## config.mk

```make
export PLATFORM = sky130hd
export DESIGN_NAME = enhanced_pwm_shutdown
export DESIGN_NICKNAME = d
export VERILOG_FILES = /design/src/hw/epwm_pkg.sv /design/src/hw/dead_band_if.sv /design/src/hw/enhanced_pwm_shutdown.sv /design/src/hw/dead_band_delay.sv
export SDC_FILE = /design/constraint.sdc
export NUM_CORES = 1
export LEC_CHECK = 0
export BUFFER_PORTS_ARGS = -buffer_cell sky130_fd_sc_hd__buf_2
export CELL_PAD_IN_SITES_DETAIL_PLACEMENT = 1
export CELL_PAD_IN_SITES_GLOBAL_PLACEMENT = 2
export CORE_ASPECT_RATIO = 0.75
export CORE_MARGIN = 1.5
export CORE_UTILIZATION = 30
export CTS_BUF_LIST = sky130_fd_sc_hd__clkbuf_4 sky130_fd_sc_hd__clkbuf_8
export DETAILED_ROUTE_END_ITERATION = 10
export PLACE_DENSITY = 0.74
export SYNTH_ARGS = -nofsm -noshare
export SYNTH_HDL_FRONTEND = slang
export SYNTH_SLANG_ARGS = --single-unit
```

## constraint.sdc

```tcl
create_clock -name hclk -period 5.9 [get_ports hclk]
set_clock_uncertainty 0.1 [all_clocks]
set_input_delay 0.295 -clock hclk [delete_from_list [all_inputs] [get_ports hclk]]
set_output_delay 0.295 -clock hclk [all_outputs]
set_load 0.01 [all_outputs]
```

## src/hw/epwm_pkg.sv

```systemverilog
// register map, field layout and timing constants of the enhanced pwm
// Functional notes
// - bridge mode field: 00 selects single output, 10 selects half-bridge.
// - half-bridge drives modulated signal on primary, its complement on other.
// - half-bridge delays each output's activation by count times four clocks.
// - dead band longer than active time keeps that output inactive all cycle.
// - two low mode bits pick active-high or active-low per output.
// - after enable, no waveform until the next period begins.
// - cleared control register releases all pins; unused pins stay released.
// - period timer flag rises as each new period begins.
// - reset makes all pins inputs and restores all register reset values.
// - source field: x0 comparator off, bit 0 comparator, bit 2 low int pin.
// - firmware setting the status bit is itself a shutdown event.
// - shutdown sets status; it stays until firmware or auto-restart clears.
// - shutdown forces enabled pins to their programmed states at once.
// - primary shutdown state: 00 low, 01 high, 1x high impedance.
// - complement shutdown state: 00 low, 01 high, 1x high impedance.
// - shutdown is level based and persists while the source level stays.
// - status writes are ignored while a shutdown condition persists.
// - after restart, output resumes only at the next period start.
// - with auto-restart, hardware clears status once the condition is gone.
// - comparator sync makes comparator shutdowns wait for the aux timer.
// - dead band applies only on inactive to active transitions.
// - new ten-bit duty value is latched only when a period completes.
package epwm_pkg;
   // -----------------------------------------------------------------
   // register byte offsets
   // -----------------------------------------------------------------
   localparam logic [7:0] OFS_CCP_CTRL     = 8'h00;
   localparam logic [7:0] OFS_DUTY_HIGH    = 8'h04;
   localparam logic [7:0] OFS_DUTY_SHADOW  = 8'h08;
   localparam logic [7:0] OFS_PERIOD_LIMIT = 8'h0C;
   localparam logic [7:0] OFS_TIMER_CTRL   = 8'h10;
   localparam logic [7:0] OFS_TIMER_COUNT  = 8'h14;
   localparam logic [7:0] OFS_TIMER_STAT   = 8'h18;
   localparam logic [7:0] OFS_DB_CTRL      = 8'h1C;
   localparam logic [7:0] OFS_SHUT_CTRL    = 8'h20;
   localparam logic [7:0] OFS_PIN_DIR      = 8'h24;
   localparam logic [7:0] OFS_AUX_CTRL     = 8'h28;
   localparam logic [7:0] ADDR_UNMAPPED    = 8'hFC;
   // -----------------------------------------------------------------
   // fields and reset values
   // -----------------------------------------------------------------
   localparam logic [7:0] CCP_CTRL_MASK    = 8'hBF;
   localparam int         MODE_HI          = 7;
   localparam int         MODE_LO          = 6;
   localparam logic [1:0] MODE_SINGLE      = 2'h0;
   localparam logic [1:0] MODE_HALF        = 2'h2;
   localparam int         DUTY_LOW_HI      = 5;
   localparam int         DUTY_LOW_LO      = 4;
   localparam logic [1:0] PWM_SELECT       = 2'h3;
   localparam int         PWM_SEL_HI       = 3;
   localparam int         PWM_SEL_LO       = 2;
   localparam int         POL_PRIMARY      = 1;
   localparam int         POL_COMPLEMENT   = 0;
   localparam int         TIMER_ON_BIT     = 2;
   localparam int         TIMER_CTRL_W     = 3;
   localparam logic [1:0] PRESC_1          = 2'h0;
   localparam logic [1:0] PRESC_4          = 2'h1;
   localparam logic [3:0] PRESC_MAX_1      = 4'h0;
   localparam logic [3:0] PRESC_MAX_4      = 4'h3;
   localparam logic [3:0] PRESC_MAX_16     = 4'hF;
   localparam int         FLAG_BIT         = 0;
   localparam int         RESTART_BIT      = 7;
   localparam int         DB_COUNT_W       = 7;
   localparam int         STATUS_BIT       = 7;
   localparam int         SRC_INT_BIT      = 6;
   localparam int         SRC_CMP_BIT      = 4;
   localparam int         PSS_P_HI         = 3;
   localparam int         PSS_P_LO         = 2;
   localparam int         PSS_C_HI         = 1;
   localparam int         PSS_C_LO         = 0;
   localparam int         PIN_DIR_W        = 2;
   localparam int         DIR_PRIMARY      = 0;
   localparam int         DIR_COMPLEMENT   = 1;
   localparam int         CMP_SYNC_BIT     = 0;
   localparam logic [7:0] PERIOD_LIMIT_RST = 8'hFF;
   localparam logic [1:0] PIN_DIR_RST      = 2'h3;
   localparam logic [1:0] INT_SYNC_RST     = 2'h3;
   localparam logic       AHB_OKAY         = 1'b0;
   // -----------------------------------------------------------------
   // timing: one instruction cycle is four clock periods
   // -----------------------------------------------------------------
   localparam int         CLKS_PER_INSN    = 4;
   localparam int         DB_CNT_W         = DB_COUNT_W + 2;
   typedef logic [DB_CNT_W-1:0] db_cnt_t;
   typedef enum logic [2:0] {
      BUS_IDLE  = 3'h1,
      BUS_WRITE = 3'h2,
      BUS_READ  = 3'h4
   } bus_e;
endpackage

```

## src/hw/dead_band_if.sv

```systemverilog
// link between the pwm core and one dead-band delay stage
`timescale 1ns/1ps
interface dead_band_if;
   logic                            in_active;
   logic [epwm_pkg::DB_COUNT_W-1:0] count;
   logic                            out_active;
   modport drv (output in_active, output count, input out_active);
   modport dly (input in_active, input count, output out_active);
endinterface

```

## src/hw/enhanced_pwm_shutdown.sv

```systemverilog
// enhanced pwm output stage with dead band, auto-shutdown, ahb-lite regs
`timescale 1ns/1ps
module enhanced_pwm_shutdown (
   input  wire logic        hclk,
   input  wire logic        hresetn,
   input  wire logic        hsel,
   input  wire logic [31:0] haddr,
   input  wire logic [1:0]  htrans,
   input  wire logic        hwrite,
   input  wire logic [2:0]  hsize,
   input  wire logic [31:0] hwdata,
   input  wire logic        hready,
   output wire logic        hreadyout,
   output wire logic [31:0] hrdata,
   output wire logic        hresp,
   input  wire logic        int_pin,
   input  wire logic        comparator_out,
   input  wire logic        aux_timer_tick,
   output wire logic        primary_output_o,
   output wire logic        primary_output_oe,
   output wire logic        complement_output_o,
   output wire logic        complement_output_oe,
   output wire logic        period_timer_flag
);
   // ---------------------------------------------------------------
   // state
   // ---------------------------------------------------------------
   typedef struct packed {
      epwm_pkg::bus_e bus;
      logic [7:0]     addr;
      logic           hready;
      logic [31:0]    hrdata;
      logic           resp;
      logic [7:0]     ccp_ctrl;
      logic [7:0]     duty_high;
      logic [7:0]     duty_shadow;
      logic [1:0]     duty_low_latch;
      logic [7:0]     period_limit;
      logic [2:0]     timer_ctrl;
      logic [3:0]     presc;
      logic [9:0]     base;
      logic           timer_flag;
      logic [7:0]     db_ctrl;
      logic [7:0]     shut_ctrl;
      logic [1:0]     pin_dir;
      logic           cmp_sync_en;
      logic [1:0]     int_sync;
      logic [1:0]     cmp_sync;
      logic           cmp_held;
      logic           running;
      logic           prim_o;
      logic           prim_oe;
      logic           comp_o;
      logic           comp_oe;
   } state_s;

   state_s     s_q;
   state_s     s_d;
   logic       accept;
   logic       wr;
   logic [7:0] wbyte;
   logic [7:0] rd_byte;
   logic [3:0] presc_max;
   logic       timer_on;
   logic       tick;
   logic       wrap;
   logic       pwm_level;
   logic       half;
   logic       pwm_mode;
   logic       cmp_eff;
   logic       cond;
   logic       shut_wr;
   logic [1:0] raw_act;
   logic [1:0] dly_act;

   assign hreadyout            = s_q.hready;
   assign hrdata               = s_q.hrdata;
   assign hresp                = s_q.resp;
   assign primary_output_o     = s_q.prim_o;
   assign primary_output_oe    = s_q.prim_oe;
   assign complement_output_o  = s_q.comp_o;
   assign complement_output_oe = s_q.comp_oe;
   assign period_timer_flag    = s_q.timer_flag;

   // ---------------------------------------------------------------
   // bus decode helpers
   // ---------------------------------------------------------------
   assign accept  = hsel && htrans[1] && hready && s_q.hready;
   assign wr      = (s_q.bus == epwm_pkg::BUS_WRITE);
   assign wbyte   = hwdata[7:0];
   assign shut_wr = wr && (s_q.addr == epwm_pkg::OFS_SHUT_CTRL);

   // ---------------------------------------------------------------
   // time base: 8-bit count over 2 low bits of prescaled clock
   // ---------------------------------------------------------------
   always_comb begin
      if (s_q.timer_ctrl[1:0] == epwm_pkg::PRESC_1) begin
         presc_max = epwm_pkg::PRESC_MAX_1;
      end else if (s_q.timer_ctrl[1:0] == epwm_pkg::PRESC_4) begin
         presc_max = epwm_pkg::PRESC_MAX_4;
      end else begin
         presc_max = epwm_pkg::PRESC_MAX_16;
      end
   end

   assign timer_on  = s_q.timer_ctrl[epwm_pkg::TIMER_ON_BIT];
   assign tick      = timer_on && (s_q.presc == presc_max);
   assign wrap      = tick && (s_q.base == {s_q.period_limit, 2'h3});
   assign pwm_level = s_q.base < {s_q.duty_shadow, s_q.duty_low_latch};
   assign half      = (s_q.ccp_ctrl[epwm_pkg::MODE_HI:epwm_pkg::MODE_LO]
                       == epwm_pkg::MODE_HALF);
   assign pwm_mode  = (s_q.ccp_ctrl[epwm_pkg::PWM_SEL_HI:epwm_pkg::PWM_SEL_LO]
                       == epwm_pkg::PWM_SELECT);

   // ---------------------------------------------------------------
   // shutdown sources
   // ---------------------------------------------------------------
   // with sync on, the comparator is only looked at on aux timer ticks
   assign cmp_eff = s_q.cmp_sync_en ? s_q.cmp_held
                                    : s_q.cmp_sync[1];
   assign cond    = (s_q.shut_ctrl[epwm_pkg::SRC_CMP_BIT] && cmp_eff)
                 || (s_q.shut_ctrl[epwm_pkg::SRC_INT_BIT]
                     && !s_q.int_sync[1]);

   // ---------------------------------------------------------------
   // dead band stages, one per output
   // ---------------------------------------------------------------
   assign raw_act[0] = s_q.running && pwm_level;
   assign raw_act[1] = s_q.running && half && !pwm_level;

   for (genvar i = 0; i < 2; i++) begin : g_db
      dead_band_if link ();
      assign link.in_active = raw_act[i];
      assign link.count     = half ? s_q.db_ctrl[epwm_pkg::DB_COUNT_W-1:0]
                                   : '0;
      assign dly_act[i]     = link.out_active;
      dead_band_delay u_dly (
         .hclk    (hclk),
         .hresetn (hresetn),
         .link    (link)
      );
   end

   // ---------------------------------------------------------------
   // read mux
   // ---------------------------------------------------------------
   always_comb begin
      rd_byte = 8'h00;
      if (s_q.addr == epwm_pkg::OFS_CCP_CTRL) begin
         rd_byte = s_q.ccp_ctrl;
      end else if (s_q.addr == epwm_pkg::OFS_DUTY_HIGH) begin
         rd_byte = s_q.duty_high;
      end else if (s_q.addr == epwm_pkg::OFS_DUTY_SHADOW) begin
         rd_byte = s_q.duty_shadow;
      end else if (s_q.addr == epwm_pkg::OFS_PERIOD_LIMIT) begin
         rd_byte = s_q.period_limit;
      end else if (s_q.addr == epwm_pkg::OFS_TIMER_CTRL) begin
         rd_byte = {5'h00, s_q.timer_ctrl};
      end else if (s_q.addr == epwm_pkg::OFS_TIMER_COUNT) begin
         rd_byte = s_q.base[9:2];
      end else if (s_q.addr == epwm_pkg::OFS_TIMER_STAT) begin
         rd_byte = {7'h00, s_q.timer_flag};
      end else if (s_q.addr == epwm_pkg::OFS_DB_CTRL) begin
         rd_byte = s_q.db_ctrl;
      end else if (s_q.addr == epwm_pkg::OFS_SHUT_CTRL) begin
         rd_byte = s_q.shut_ctrl;
      end else if (s_q.addr == epwm_pkg::OFS_PIN_DIR) begin
         rd_byte = {6'h00, s_q.pin_dir};
      end else if (s_q.addr == epwm_pkg::OFS_AUX_CTRL) begin
         rd_byte = {7'h00, s_q.cmp_sync_en};
      end
   end

   // ---------------------------------------------------------------
   // next state
   // ---------------------------------------------------------------
   always_comb begin
      s_d          = s_q;
      s_d.resp     = epwm_pkg::AHB_OKAY;
      s_d.int_sync = {s_q.int_sync[0], int_pin};
      s_d.cmp_sync = {s_q.cmp_sync[0], comparator_out};
      if (aux_timer_tick) begin
         s_d.cmp_held = s_q.cmp_sync[1];
      end

      // reads take one wait state so a write just before is seen
      case (s_q.bus)
         epwm_pkg::BUS_READ: begin
            s_d.hrdata = {24'h000000, rd_byte};
            s_d.hready = 1'b1;
            s_d.bus    = epwm_pkg::BUS_IDLE;
         end
         default: begin
            s_d.bus = epwm_pkg::BUS_IDLE;
            if (accept) begin
               s_d.addr   = (haddr[31:8] == 24'h000000) ? haddr[7:0]
                                                      : epwm_pkg::ADDR_UNMAPPED;
               s_d.bus    = hwrite ? epwm_pkg::BUS_WRITE
                                   : epwm_pkg::BUS_READ;
               s_d.hready = hwrite;
            end
         end
      endcase

      // auto-restart clear comes first so any set below wins
      if (s_q.db_ctrl[epwm_pkg::RESTART_BIT] && !cond) begin
         s_d.shut_ctrl[epwm_pkg::STATUS_BIT] = 1'b0;
      end

      if (wr) begin
         if (s_q.addr == epwm_pkg::OFS_CCP_CTRL) begin
            s_d.ccp_ctrl = wbyte & epwm_pkg::CCP_CTRL_MASK;
         end else if (s_q.addr == epwm_pkg::OFS_DUTY_HIGH) begin
            s_d.duty_high = wbyte;
         end else if (s_q.addr == epwm_pkg::OFS_PERIOD_LIMIT) begin
            s_d.period_limit = wbyte;
         end else if (s_q.addr == epwm_pkg::OFS_TIMER_CTRL) begin
            s_d.timer_ctrl = wbyte[epwm_pkg::TIMER_CTRL_W-1:0];
         end else if (s_q.addr == epwm_pkg::OFS_TIMER_STAT) begin
            if (!wbyte[epwm_pkg::FLAG_BIT]) begin
               s_d.timer_flag = 1'b0;
            end
         end else if (s_q.addr == epwm_pkg::OFS_DB_CTRL) begin
            s_d.db_ctrl = wbyte;
         end else if (s_q.addr == epwm_pkg::OFS_SHUT_CTRL) begin
            s_d.shut_ctrl[epwm_pkg::STATUS_BIT-1:0] =
               wbyte[epwm_pkg::STATUS_BIT-1:0];
            if (wbyte[epwm_pkg::STATUS_BIT]) begin
               s_d.shut_ctrl[epwm_pkg::STATUS_BIT] = 1'b1;
            end else if (!cond) begin
               s_d.shut_ctrl[epwm_pkg::STATUS_BIT] = 1'b0;
            end
         end else if (s_q.addr == epwm_pkg::OFS_PIN_DIR) begin
            s_d.pin_dir = wbyte[epwm_pkg::PIN_DIR_W-1:0];
         end else if (s_q.addr == epwm_pkg::OFS_AUX_CTRL) begin
            s_d.cmp_sync_en = wbyte[epwm_pkg::CMP_SYNC_BIT];
         end
      end

      if (cond) begin
         s_d.shut_ctrl[epwm_pkg::STATUS_BIT] = 1'b1;
      end

      // time base and period events
      if (tick) begin
         s_d.presc = '0;
         s_d.base  = wrap ? '0 : 10'(s_q.base + 1'b1);
      end else if (timer_on) begin
         s_d.presc = 4'(s_q.presc + 1'b1);
      end
      if (wrap) begin
         s_d.timer_flag     = 1'b1;
         s_d.duty_shadow    = s_q.duty_high;
         s_d.duty_low_latch =
            s_q.ccp_ctrl[epwm_pkg::DUTY_LOW_HI:epwm_pkg::DUTY_LOW_LO];
      end

      // waveform waits for a fresh period after enable or restart
      if (!pwm_mode || s_d.shut_ctrl[epwm_pkg::STATUS_BIT]) begin
         s_d.running = 1'b0;
      end else if (wrap) begin
         s_d.running = 1'b1;
      end

      // pins: shutdown state overrides, polarity applied otherwise
      if (s_d.shut_ctrl[epwm_pkg::STATUS_BIT]) begin
         s_d.prim_o = !s_d.shut_ctrl[epwm_pkg::PSS_P_HI]
                   && s_d.shut_ctrl[epwm_pkg::PSS_P_LO];
         s_d.comp_o = !s_d.shut_ctrl[epwm_pkg::PSS_C_HI]
                   && s_d.shut_ctrl[epwm_pkg::PSS_C_LO];
      end else begin
         s_d.prim_o = dly_act[0]
                   ^ s_q.ccp_ctrl[epwm_pkg::POL_PRIMARY];
         s_d.comp_o = dly_act[1]
                   ^ s_q.ccp_ctrl[epwm_pkg::POL_COMPLEMENT];
      end
      s_d.prim_oe = pwm_mode && !s_q.pin_dir[epwm_pkg::DIR_PRIMARY]
                 && !(s_d.shut_ctrl[epwm_pkg::STATUS_BIT]
                      && s_d.shut_ctrl[epwm_pkg::PSS_P_HI]);
      s_d.comp_oe = pwm_mode && half
                 && !s_q.pin_dir[epwm_pkg::DIR_COMPLEMENT]
                 && !(s_d.shut_ctrl[epwm_pkg::STATUS_BIT]
                      && s_d.shut_ctrl[epwm_pkg::PSS_C_HI]);
   end

   always_ff @(posedge hclk or negedge hresetn) begin
      if (!hresetn) begin
         s_q              <= '0;
         s_q.bus          <= epwm_pkg::BUS_IDLE;
         s_q.hready       <= 1'b1;
         s_q.period_limit <= epwm_pkg::PERIOD_LIMIT_RST;
         s_q.pin_dir      <= epwm_pkg::PIN_DIR_RST;
         s_q.int_sync     <= epwm_pkg::INT_SYNC_RST;
      end else begin
         s_q <= s_d;
      end
   end

   // ---------------------------------------------------------------
   // checks
   // ---------------------------------------------------------------
   a_flag_on_wrap : assert property (
      @(posedge hclk) disable iff (!hresetn)
      wrap |=> s_q.timer_flag)
      else $error("period flag not set at period start");

   a_duty_latch_hold : assert property (
      @(posedge hclk) disable iff (!hresetn)
      !wrap |=> $stable(s_q.duty_shadow))
      else $error("duty shadow changed mid period");

   a_start_on_period : assert property (
      @(posedge hclk) disable iff (!hresetn)
      $rose(s_q.running) |-> $past(wrap))
      else $error("waveform started outside a period start");

   a_cond_sets_status : assert property (
      @(posedge hclk) disable iff (!hresetn)
      cond |=> s_q.shut_ctrl[epwm_pkg::STATUS_BIT])
      else $error("shutdown condition did not set status");

   a_fw_write_ignored : assert property (
      @(posedge hclk) disable iff (!hresetn)
      shut_wr && cond && !wbyte[epwm_pkg::STATUS_BIT]
      |=> s_q.shut_ctrl[epwm_pkg::STATUS_BIT])
      else $error("status cleared while condition persists");

   a_auto_restart : assert property (
      @(posedge hclk) disable iff (!hresetn)
      s_q.db_ctrl[epwm_pkg::RESTART_BIT] && !cond && !shut_wr
      |=> !s_q.shut_ctrl[epwm_pkg::STATUS_BIT])
      else $error("auto-restart did not clear status");

   a_primary_forced : assert property (
      @(posedge hclk) disable iff (!hresetn)
      s_q.shut_ctrl[epwm_pkg::STATUS_BIT]
      |-> (s_q.shut_ctrl[epwm_pkg::PSS_P_HI] ? !s_q.prim_oe
           : s_q.prim_o == s_q.shut_ctrl[epwm_pkg::PSS_P_LO]))
      else $error("primary pin not in its shutdown state");

   a_comp_forced : assert property (
      @(posedge hclk) disable iff (!hresetn)
      s_q.shut_ctrl[epwm_pkg::STATUS_BIT]
      |-> (s_q.shut_ctrl[epwm_pkg::PSS_C_HI] ? !s_q.comp_oe
           : s_q.comp_o == s_q.shut_ctrl[epwm_pkg::PSS_C_LO]))
      else $error("complement pin not in its shutdown state");

   a_pins_released : assert property (
      @(posedge hclk) disable iff (!hresetn)
      s_q.ccp_ctrl == 8'h00 |=> !s_q.prim_oe && !s_q.comp_oe)
      else $error("pins driven with control register cleared");

   a_single_no_comp : assert property (
      @(posedge hclk) disable iff (!hresetn)
      !half |=> !s_q.comp_oe)
      else $error("complement pin driven outside half-bridge");
endmodule

```

## src/hw/dead_band_delay.sv

```systemverilog
// dead-band delay stage for one pwm output
`timescale 1ns/1ps
module dead_band_delay (
   input wire logic hclk,
   input wire logic hresetn,
   dead_band_if.dly link
);
   typedef struct packed {
      epwm_pkg::db_cnt_t cnt;
      logic              out;
   } dly_s;

   dly_s              s_q;
   dly_s              s_d;
   epwm_pkg::db_cnt_t target;

   assign target = epwm_pkg::db_cnt_t'(int'(link.count)
                   * epwm_pkg::CLKS_PER_INSN);
   assign link.out_active = s_q.out;

   // only the rising edge waits; falling passes at once
   always_comb begin
      s_d     = s_q;
      s_d.out = link.in_active && (s_q.cnt >= target);
      if (!link.in_active) begin
         s_d.cnt = '0;
      end else if (s_q.cnt < target) begin
         s_d.cnt = epwm_pkg::db_cnt_t'(s_q.cnt + 1'b1);
      end
   end

   always_ff @(posedge hclk or negedge hresetn) begin
      if (!hresetn) begin
         s_q <= '0;
      end else begin
         s_q <= s_d;
      end
   end

   a_db_release : assert property (
      @(posedge hclk) disable iff (!hresetn)
      !link.in_active |=> !s_q.out)
      else $error("dead band output stayed active after release");

   a_db_hold : assert property (
      @(posedge hclk) disable iff (!hresetn)
      link.in_active && (s_q.cnt < target) |=> !s_q.out)
      else $error("dead band output went active too early");
endmodule

```

# After elaboration in Yosys (flattened, before gate mapping)
# Index checks and enable logic that the tools add are counted.
[word_totals]
regBits = 120
output_inout_bits = 39
[classes]
n_addsub = 4
magnitude_cmp = 5
eq_ne = 23
mux = 51
bitwise = 11
n_reduce_logical = 52
[op_table]
columns = ["operator", "n"]
rows = [
  ["20-bit 2-to-1 mux", 5],
  ["8-bit 2-to-1 mux", 12],
  ["9-bit 2-to-1 mux", 4],
  ["8-bit by 5-bit == test with 1-bit output (second input constant)", 4],
  ["8-bit by 6-bit == test with 1-bit output (second input constant)", 3],
  ["24-bit logical NOT", 1],
  ["1-bit logical AND", 22],
  ["19-bit 2-to-1 mux", 1],
  ["9-bit by 1-bit adder with 9-bit output (second input constant)", 2],
  ["9-bit greater-or-equal comparator", 2],
  ["9-bit < comparator", 2],
  ["8-bit by 4-bit == test with 1-bit output (second input constant)", 2],
  ["1-bit 2-to-1 mux", 16],
  ["4-bit 2-to-1 mux", 4],
  ["7-bit AND reduction", 2],
  ["12-bit 2-to-1 mux", 1],
  ["2-bit inequality test (second input constant)", 6],
  ["11-bit 2-to-1 mux", 1],
  ["10-bit by 1-bit adder with 10-bit output (second input constant)", 1],
  ["10-bit == test", 1],
  ["1-bit logical NOT", 10],
  ["10-bit < comparator", 1],
  ["10-bit 2-to-1 mux", 1],
  ["10-bit AND reduction", 1],
  ["23 further kinds", 41],
]

# Longest topological paths before layout
# Gate-level depths: netlist of the first run.
[depth]
ltp_word = 20
depth_mapped = 10
ltp_nobuf = 8

# By module
# A second synthesis of the first run with hierarchy kept.
[unflattened]
hier_cells = 670
area_unflattened_um2 = 7020.5
[by_module_without_submodules]
columns = ["mod", "instances", "cells_each", "area_per_inst_um2", "seq_area_each_um2"]
rows = [
  ["enhanced_pwm_shutdown", 1, 506, 5539.1, 2519.9],
  ["dead_band_delay", 2, 82, 740.7, 250.2],
]

# Worst setup path after synthesis of the first run
# OpenSTA, ideal clock, no wires.
[synth_timing]
path_type = "register to register"
start = "reg s_q[80] (netlist bit)"
end = "reg g_db[1].u_dly.s_q[8] (netlist bit)"
setup_time_ns = 0.088
arrival_ns = 2.436
path_slack_ns = 3.276
stages_incl_launch_ff = 10
cell_sequence = "dfrtp_1 > clkbuf_1 > nand2_1 > ha_1 > or4_4 > a21oi_2 > o2bb2ai_2 > nand4_4 > or3_1 > a211oi_2"
[synth_via]
elab_chain_cells = 3
elab_cells_between_ends = 6
cone_classes = "order compare: 1; eq/ne: 1; mux: 2; reduce/logical: 2"
[synth_rtl]
columns = ["element", "line", "source"]
rows = [
  ["start: declaration", "enhanced_pwm_shutdown.sv:57", "state_s s_q;"],
  ["7-bit 2-to-1 mux or 1-bit logical AND (tied branches)", "enhanced_pwm_shutdown.sv:134, enhanced_pwm_shutdown.sv:129", ""],
  ["9-bit < comparator or 1-bit logical AND (tied branches)", "dead_band_delay.sv:27, enhanced_pwm_shutdown.sv:129", ""],
  ["2-bit inequality test (no line) or 9-bit 2-to-1 mux (tied branches)", "n/a", ""],
  ["end signal: assignment", "dead_band_delay.sv:34", "s_q <= '0;"],
  ["end signal: assignment", "dead_band_delay.sv:36", "s_q <= s_d;"],
  ["end: declaration", "dead_band_delay.sv:13", "dly_s s_q;"],
]
# Parallel ways exist; a longest one is shown, timed or not.
# A chain may end at the register's enable or synchronous reset.

# Worst setup path after layout of the first run
[layout_timing]
start = "reg s_q[45] (netlist bit)"
end = "reg s_q[55] (netlist bit)"
[layout_via]
elab_chain_cells = 6
elab_cells_between_ends = 7
cone_classes = "eq/ne: 2; mux: 2; reduce/logical: 3"
[layout_rtl]
columns = ["element", "line", "source"]
rows = [
  ["2-bit by 1-bit == test with 1-bit output", "enhanced_pwm_shutdown.sv:99", "end else if (s_q.timer_ctrl[1:0] == epwm_pkg::PRESC_4) begin"],
  ["4-bit 2-to-1 mux", "enhanced_pwm_shutdown.sv:99", ""],
  ["4-bit 2-to-1 mux (*)", "enhanced_pwm_shutdown.sv:97", "if (s_q.timer_ctrl[1:0] == epwm_pkg::PRESC_1) begin"],
  ["4-bit == test (*)", "enhanced_pwm_shutdown.sv:107", "assign tick = timer_on && (s_q.presc == presc_max);"],
  ["1-bit logical AND (*)", "enhanced_pwm_shutdown.sv:107", ""],
  ["1-bit logical AND (*)", "enhanced_pwm_shutdown.sv:108", "assign wrap = tick && (s_q.base == {s_q.period_limit, 2'h3});"],
]
# Every way passes the cells marked *; elsewhere a longest branch is shown, timed or not.

==> results.tsv, run 1 <==
metric	value	unit
synth_ff_type	dfrtp_1	
report.final.hold_viol_count	0	
wire_per_inst	18.3	um
place_area	7080	um2
drive_above_1_share	0.251	
crit_chain	nor3_1 -> nand2_1 -> o22ai_1 -> and2_1 -> buf_4 -> mux2_2	
ys_seq_elements	120	
fin_cells	1006	
hpwl	13400	um
grt_pass1_wl	30200	um
synth_area	6630	um2
path_class	reg -> reg	
fin_crit_sh	0.505	
cts_resized	0	
ios	116	
multi_input_area	3260	um2
area_growth	15.5	%
r2r_start	s_q[45]	
antenna_left	0	
die_x	175	um
tightest_slew	916	ps
grt_pass1_vias	5302	
fin_crit	2980	ps
place_congestion	0.843	
layout.nets	811	
critical_path.top_delay_family	simple AND/OR/NAND/NOR gates	
cp.depth	6	
drtIter0Drc	247	
htreeDepth	4	
first_pass_iters	4	
synth.area.top_cells	dfrtp_1 (40%), mux2_2 (7.8%), dfstp_2 (5.5%)	
max_stage_delay	620	ps
crit_buf_inv	1	
max_cap_violations	0	
grt.total_usage	0.169	
final_area	7660	um2
clk_pin_slew	80	ps
grt.overflow.total	0	
maxSlewViolCount	0	
hold_class	in -> reg	
synth_edf_count	0	
async_flop_share	1.00	
regArea	3020	um2
r2r_cells	6	
p_per_area	277	nW/um2
synth_cell_types	69	
worstPathMaxFanout	15	
clock_sinks	120	
crit_path_end_kind	flop	
initial_core_util	0.310	
cp_data_arrival_time	3220	ps
rows	46	
cts_setup_buffers	0	
viasPerCell	5.01	
setup_viol	0	
startpoint_type	flop	
cts_root_buf	clkbuf_8	
antenna_found_initial	0	
rsz0062_at_grt	no	
grt_max_degree	68	
die_h	132	um
vias	5040	
io_buffers	62	
antenna_cells	0	
synth_area_per_cell	10.4	um2
clk-insertion-delay-late	460	ps
synth_top_area_frac	0.400	
holdPathStages	2	
yosysTopAreaCell	dfrtp_1	
dp_cells	961	
fmax	335	MHz
min_from	hwdata[6]	
core_area	21400	um2
postCtsHoldBufs	13	
slowest_stage	and2_1	
crit_required	6140	ps
syn_inst	639	
numCtsBuffers	17	
p_leak	3.42	nW
fillers	2438	
die_area	23000	um2
slew_headroom	0.389	
outcome	completed	
clock_path_buffers	2	
finalWirelength	18500	um
ir_drop	0.115	mV
yosysWarnings	0	
cts_tree	done	
drc	0	
ys_seq_area_frac	0.455	
crit_start	s_q[45]	
fin_setup_tns	0	ps
-- state kept, by name, indices dropped and copies added, names as in the netlist --
register and count:
complement_output_o 1, complement_output_oe 1, g_db.u_dly.link.out_active 2, g_db.u_dly.s_q 18, hrdata 8, hreadyout 1, period_timer_flag 1, primary_output_o 1
primary_output_oe 1, s_d 2, s_q 84
-- kinds of logic after synthesis --
group,after synthesis,synth area share
mux,55,0.0932
buf+inv,81,0.0668
flops,120,0.455
other cells,1,0.000565
xor+xnor,32,0.0423
compound gates,116,0.119
simple gates,205,0.168
fa+ha+maj,29,0.0547
-- Yosys cell counts, drive strengths merged, types with 3 or more instances --
cell and count:
a211oi 4, a21oi 13, o31ai 3, xnor2 20, a31oi 4, a22o 4, o21ai 40, nand3b 3
ha 29, nand3 13, nand4 22, inv 24, xor2 12, buf 43, and3 19, nor2b 10
dfrtp 106, a2111oi 3, nor2 25, a21o 5, nor3 19, clkbuf 14, o22ai 9, nand2b 8
and2 5, dfstp 14, a32oi 3, a22oi 5, o22a 6, mux2i 7, nor4 8, nand2 62
o21a 4, mux2 48, or3 4
-- metal layers --
layer / track usage / part of all wire
met1: 0.239 / 0.49
met2: 0.264 / 0.46
met3: 0.0297 / 0.037
met4: 0.0484 / 0.010
met5: 0 / 0
-- metrics by stage --
stage | hold slack [ps] | power [W] | utilization | worst slack, ps
floorplan | -101 | 0.00117 | - | 3280
global placement | 235 | 0.00126 | 0.331 | 2920
detailed placement | 239 | 0.00128 | 0.331 | 2840
CTS | 19.3 | 0.00215 | 0.358 | 2870
global route | 31.5 | 0.00223 | 0.358 | 2630
finish | 30.2 | 0.00212 | 0.358 | 2920
-- cells in the final DEF (no fill, tap or decap), types with 7 or more instances in the layout --
| cell type | instances |
|---|---|
| a21oi_1 | 11 |
| and3_1 | 19 |
| buf_2 | 61 |
| clkbuf_8 | 19 |
| conb_1 | 25 |
| dfrtp_1 | 106 |
| dfstp_2 | 14 |
| dlygate4sd3_1 | 13 |
| ha_1 | 29 |
| inv_1 | 24 |
| mux2_2 | 46 |
| mux2i_1 | 7 |
| nand2_1 | 62 |
| nand2b_1 | 8 |
| nand3_1 | 13 |
| nand4_1 | 21 |
| nor2_1 | 24 |
| nor2b_1 | 10 |
| nor3_1 | 18 |
| o21ai_0 | 39 |
| o22ai_1 | 9 |
| xnor2_1 | 20 |
| xor2_1 | 12 |
-- final cells by class --
type / instances / area share
Tap cell: 288 / 0.0470
Sequential cell: 120 / 0.394
Timing Repair Buffer: 80 / 0.0627
Clock buffer: 21 / 0.0361
Multi-Input combinational cell: 462 / 0.426
Clock inverter: 11 / 0.0224
Inverter: 24 / 0.0118
-- final timing paths --
path,endpoint,slack [ps]
setup reg to reg,s_q[55],2920
hold / removal,s_q[19],30
max in group asynchronous,hrdata[5],4080
setup / recovery,s_q[55],2920
min in group asynchronous,s_q[27],390
hold reg to reg,s_q[7],250
-- power by group --
group	internal, W	total (W)	switching (W)
combinational	0.000130	0.000320	0.000190
clock	0.000493	0.000855	0.000362
sequential	0.000873	0.000946	0.0000722
-- worst reg2reg max path, delay by kind of cell, from the launching register on --
family	cells	cell delay, ps
simple gates	3	1050
buf+inv	1	330
flops	1	470
mux	1	350
compound gates	1	550
(Power assumes the default switching activity.)
==> run 2: changes to the inputs <==
PLACE_DENSITY = 0.77   (was 0.74)
clock period = 2.6 ns   (was 5.9 ns; I/O delays follow)
==> run 2 against run 1 <==
  * Final cell count is 3.6% higher
  * Routed wire length grew 6.9%
  * Worst hold slack better by 67 ps
  * Non-clock buffer count up 36
  * Total power increased by 130%
  * Critical path type unchanged
  * Largest cell class unchanged
==> results.tsv, run 2 (synthesized netlist as in run 1, its figures left out) <==
metric	value	unit	change
outcome	completed		unchanged
io_buffers	62		unchanged
crit_buf_inv	1		unchanged
crit_start	s_q[80]		was s_q[45]
maxSlewViolCount	0		unchanged
largest_register	s_q		unchanged
max_stage_delay	430	ps	was 620 ps
slowest_stage	dfrtp_2		was and2_1
core_area	21400	um2	unchanged
rsz0062_at_grt	no		unchanged
fin_crit	2490	ps	was 2980 ps
clk_pin_slew	80	ps	about the same
clk-insertion-delay-late	450	ps	was 460 ps
worstPathMaxFanout	7		was 15
clock_sinks	120		unchanged
hold_class	in -> async		was in -> reg
cts_setup_buffers	0		unchanged
p_total	0.00490	W	was 0.00212 W
slew_headroom	0.595		was 0.389
cts_root_buf	clkbuf_8		unchanged
cp.depth	9		was 6
vias	5355		was 5040
die_x	175	um	unchanged
rrSetupSlack	110	ps	was 2920 ps
die_h	132	um	unchanged
setup_viol	0		unchanged
place_congestion	0.902		was 0.843
ir_drop	0.279	mV	was 0.115 mV
grt_pass1_vias	5663		was 5302
startpoint_type	flop		unchanged
grt.overflow.total	0		unchanged
report.final.hold_viol_count	0		unchanged
r2r_cells	9		was 6
crit_required	2860	ps	was 6140 ps
fillers	2484		was 2438
rows	46		unchanged
layout_commonest_cell	dfrtp_1		unchanged
area_growth	20.3	%	was 15.5%
largest_register_ffs	84		unchanged
drive_above_1_share	0.276		was 0.251
first_pass_iters	5		was 4
antenna_left	0		unchanged
grt_max_degree	58		was 68
viasPerCell	5.14		was 5.01
place_ws	90.1	ps	was 2840 ps
hpwl	14700	um	was 13400 um
final_cell_mix	dfrtp_1 (105), buf_2 (61), nand2_1 (60), mux2_2 (46), o21ai_0 (38)		was dfrtp_1 (106), nand2_1 (62), buf_2 (61), mux2_2 (46), o21ai_0 (39)
finalWirelength	19700	um	was 18500 um
tightest_slew	602	ps	was 916 ps
p_leak	3.58	nW	was 3.42 nW
layout.nets	847		was 811
die_area	23000	um2	unchanged
critical_path.top_delay_family	simple AND/OR/NAND/NOR gates		unchanged
p_per_area	614	nW/um2	was 277 nW/um2
grt_pass1_wl	31600	um	was 30200 um
crit_path_end	g_db[1].u_dly.s_q[6]		was s_q[55]
clock_path_buffers	2		unchanged
fmax	401	MHz	was 335 MHz
crit_chain	buf_4 -> nand2_1 -> ha_1 -> nor2b_1 -> o211ai_1 -> o2bb2ai_2 -> nand4_4 -> or3_1 -> a211oi_2		was nor3_1 -> nand2_1 -> o22ai_1 -> and2_1 -> buf_4 -> mux2_2
drtIter0Drc	356		was 247
numCtsBuffers	17		unchanged
ios	116		unchanged
multi_input_area	3280	um2	was 3260 um2
grt.total_usage	0.177		was 0.169
wire_per_inst	18.9	um	was 18.3 um
initial_core_util	0.310		unchanged
antenna_found_initial	0		unchanged
worst_slack	109	ps	was 2920 ps
cts_tree	done		unchanged
drc	0		unchanged
max_cap_violations	0		unchanged
fin_setup_tns	0	ps	unchanged
fin_crit_sh	0.958		was 0.505
crit_path_end_kind	flop		unchanged
htreeDepth	4		unchanged
r2r-end	g_db[1].u_dly.s_q[6]		was s_q[55]
antenna_cells	0		unchanged
regArea	3020	um2	about the same
cp_data_arrival_time	2750	ps	was 3220 ps
path_class	reg -> reg		unchanged
r2r_start	s_q[80]		was s_q[45]
run 2: cell types whose count changed in the layout (fill, tap and decap cells not counted), moves of 2 or more:
| cell | before | now |
|---|---|---|
| dlygate4sd3_1 | 13 | 24 |
| clkinvlp_4 | 2 | 4 |
| nand2_2 | 0 | 2 |
| nand2_1 | 62 | 60 |
| buf_4 | 6 | 28 |
| buf_6 | 0 | 2 |
run 2: power breakdown:
| group | internal [W] | switching (W) |
|---|---|---|
| clock network | 0.00105 | 0.000812 |
| registers | 0.00198 | 0.000134 |
| logic | 0.000395 | 0.000531 |
run 2: final cells by class:
type | count | share of cell area
inverter | 24 | 0.0113
tap | 288 | 0.0452
clock buffer | 22 | 0.0364
sequential | 120 | 0.379
timing repair buffer | 116 | 0.100
clock inverter | 10 | 0.0179
multi-input combinational | 462 | 0.411
run 2: timing repair:
item                                    CTS  global route
hold buffers                             24             0
gates resized for setup                   0            11
endpoints found under the setup margin    0            20
endpoints found under the hold margin    98             0
run 2: metrics by stage:
stage          area (um2)  cells  hold WS (ps)   util
6_report             7980   1042          97.2  0.373
5_1_grt              7980   1042           142  0.373
4_1_cts              7950   1041          86.9  0.371
3_5_place_dp         7270    985          58.2  0.340
3_3_place_gp         7270    985          46.0  0.340
2_1_floorplan        6720    663          -266      -
run 2: how the worst min path moves through the flow:
stage	from	end	slack, ps	cells past startpoint
after floorplan	hresetn	complement_output_o	-270	0
final	hresetn	g_db[0].u_dly.s_q[1]	100	2
after global placement	hresetn	g_db[0].u_dly.s_q[6]	50	1
after detailed placement	hresetn	g_db[0].u_dly.s_q[6]	60	1
after global routing	hresetn	g_db[0].u_dly.s_q[1]	140	2
after CTS	hresetn	g_db[0].u_dly.s_q[6]	90	2
run 2: per-layer routing:
layer | GRT usage | up-vias | part of all wire
li1 | - | 2440 | -
met1 | 0.243 | 2739 | 0.47
met2 | 0.271 | 151 | 0.46
met3 | 0.0427 | 25 | 0.056
met4 | 0.0603 | 0 | 0.018
met5 | 0 | - | 0
==> run 3: changes to the inputs <==
CORE_UTILIZATION = 33   (was 30)
PLACE_DENSITY = 0.83   (was 0.77)
SKIP_LAST_GASP = 1   (was unset)
==> run 3 against run 2 <==
  * Combinational power fell by 1%
  * Register-to-register slack barely moved
  * Cell area fell by 1.2%
  * Clock power fell by 5%
  * Via count fell by 2.9%
  * Count of clock-buffer cells in the layout fell by 3
  * Maximum frequency fell by 0.33%
==> results.tsv, run 3 (synthesized netlist as in run 1, its figures left out) <==
metric	value	unit	change
fin_cells	1004		was 1042
hold_class	in -> reg		was in -> async
cts_setup_buffers	0		unchanged
clk-insertion-delay-late	460	ps	was 450 ps
numCtsBuffers	17		unchanged
clock_sinks	120		unchanged
max_cap_violations	0		unchanged
crit_required	2870	ps	was 2860 ps
htreeDepth	4		unchanged
wire_per_inst	19.6	um	was 18.9 um
switching_power	0.00152	W	was 0.00148 W
die_area	21000	um2	was 23000 um2
layout.nets	844		was 847
place_congestion	0.890		was 0.902
cp_data_arrival_time	2770	ps	was 2750 ps
power.internal	0.00327	W	was 0.00343 W
tightest_slew	583	ps	was 602 ps
p_leak	3.55	nW	was 3.58 nW
crit_path_end_kind	flop		unchanged
cts_root_buf	clkbuf_8		unchanged
vias	5198		was 5355
final_cell_mix	dfrtp_1 (105), nand2_1 (61), buf_2 (61), mux2_2 (46), o21ai_0 (39)		was dfrtp_1 (105), buf_2 (61), nand2_1 (60), mux2_2 (46), o21ai_0 (38)
pwr-share-comb	0.191		was 0.189
largest_register	s_q		unchanged
fin_crit_sh	0.961		was 0.958
clk_pin_slew	90	ps	was 80 ps
dp_cells	946		was 985
first_pass_iters	4		was 5
initial_core_util	0.339		was 0.310
grt.overflow.total	0		unchanged
ir_drop	0.386	mV	was 0.279 mV
fillers	2201		was 2484
cts_tree	done		unchanged
die_h	126	um	was 132 um
core_area	19500	um2	was 21400 um2
grt_max_degree	69		was 58
worstPathMaxFanout	6		was 7
swShare	0.318		was 0.301
grt_pass1_vias	5639		was 5663
hpwl	14400	um	was 14700 um
pwr-share-seq	0.442		was 0.432
path_class	reg -> reg		unchanged
grt.total_usage	0.196		was 0.177
layout_commonest_cell	dfrtp_1		unchanged
fin_crit	2500	ps	was 2490 ps
drc	0		unchanged
ios	116		unchanged
fin_setup_tns	0	ps	unchanged
startpoint_type	flop		unchanged
antenna_cells	0		unchanged
report.final.hold_viol_count	0		unchanged
p_clk_frac	0.367		was 0.379
antenna_found_initial	0		unchanged
finalWirelength	19700	um	about the same
antenna_left	0		unchanged
io_buffers	62		unchanged
drive_above_1_share	0.272		was 0.276
die_x	167	um	was 175 um
slew_headroom	0.610		was 0.595
maxSlewViolCount	0		unchanged
viasPerCell	5.18		was 5.14
rows	44		was 46
grt_pass1_wl	31700	um	was 31600 um
clock_path_buffers	2		unchanged
rsz0062_at_grt	no		unchanged
fmax	400	MHz	was 401 MHz
outcome	completed		unchanged
p_per_area	607	nW/um2	was 614 nW/um2
largest_register_ffs	84		unchanged
area_growth	18.9	%	was 20.3%
setup_viol	0		unchanged
drtIter0Drc	331		was 356
-- run 3: changes by cell type in the layout (fill, tap and decap cells not counted), sizes merged --
| cell | change |
|---|---|
| clkinv | +1 |
| buf | -4 |
| clkbuf | -3 |
| clkinvlp | +1 |
| inv | +2 |
| bufinv | -1 |
| dlygate4sd3 | +1 |
-- run 3: worst paths after layout --
| check | startpoint | endpoint | slack [ps] | cells past startpoint |
|---|---|---|---|---|
| min in group asynchronous | hresetn | g_db[0].u_dly.link.out_active | 150 | 3 |
| max in group asynchronous | hresetn | g_db[1].u_dly.s_q[3] | 1330 | 3 |
| max | s_q[80] | g_db[1].u_dly.s_q[8] | 100 | 8 |
| min reg2reg | s_d[7] | s_q[7] | 250 | 0 |
| max reg2reg | s_q[80] | g_db[1].u_dly.s_q[8] | 100 | 8 |
| min | haddr[18] | s_q[116] | 120 | 5 |
-- run 3: area by class of cell --
cell class	count	area (um2)	share of cell area
multi-input cells	462	3280	0.416
flip-flops and latches	120	3020	0.383
repair buffers	113	778	0.0987
well taps	253	317	0.0401
clock buffers	19	255	0.0324
clock inverters	13	146	0.0186
inverters	24	90.1	0.0114
-- run 3: repair_timing --
action,CTS,global route
resized for setup,1,9
hold buffers,25,0
gates cloned,0,1
hold endpoints to repair,161,0
setup endpoints to repair,11,24
-- run 3: per-layer routing --
layer / wire (um) / vias to the layer above / share of wire / GRT usage
li1: - / 2442 / - / -
met1: 9240 / 2614 / 0.47 / 0.272
met2: 9060 / 124 / 0.46 / 0.310
met3: 1220 / 18 / 0.062 / 0.0497
met4: 187 / 0 / 0.0095 / 0.0406
met5: 0 / - / 0 / 0
-- run 3: stage by stage --
stage	total power [W]	setup WS (ps)	area [um2]	utilization	hold slack, ps
after floorplan	0.00265	89.3	6720	-	-266
final	0.00479	101	7890	0.404	117
after global placement	0.00291	150	7200	0.368	-110
after CTS	0.00476	7.13	7850	0.402	101
after detailed placement	0.00296	2.05	7200	0.368	-103
after global routing	0.00502	6.98	7890	0.404	155
-- run 3: power groups by stage --
stage,registers (W),clock network (W),logic (W)
5_1_grt,0.00214,0.00188,0.00100
3_5_place_dp,0.00215,0,0.000813
3_3_place_gp,0.00214,0,0.000768
2_1_floorplan,0.00211,0,0.000539
6_report,0.00212,0.00176,0.000915
4_1_cts,0.00212,0.00179,0.000848
-- run 3: critical path, stage by stage (launching register included) --
cell       delay [ps]
dfrtp_2           420
nand2_1           110
ha_1              240
or4_4             540
a21oi_2           130
o2bb2ai_2         160
nand4_4           150
or3_1             350
a211oi_2          210
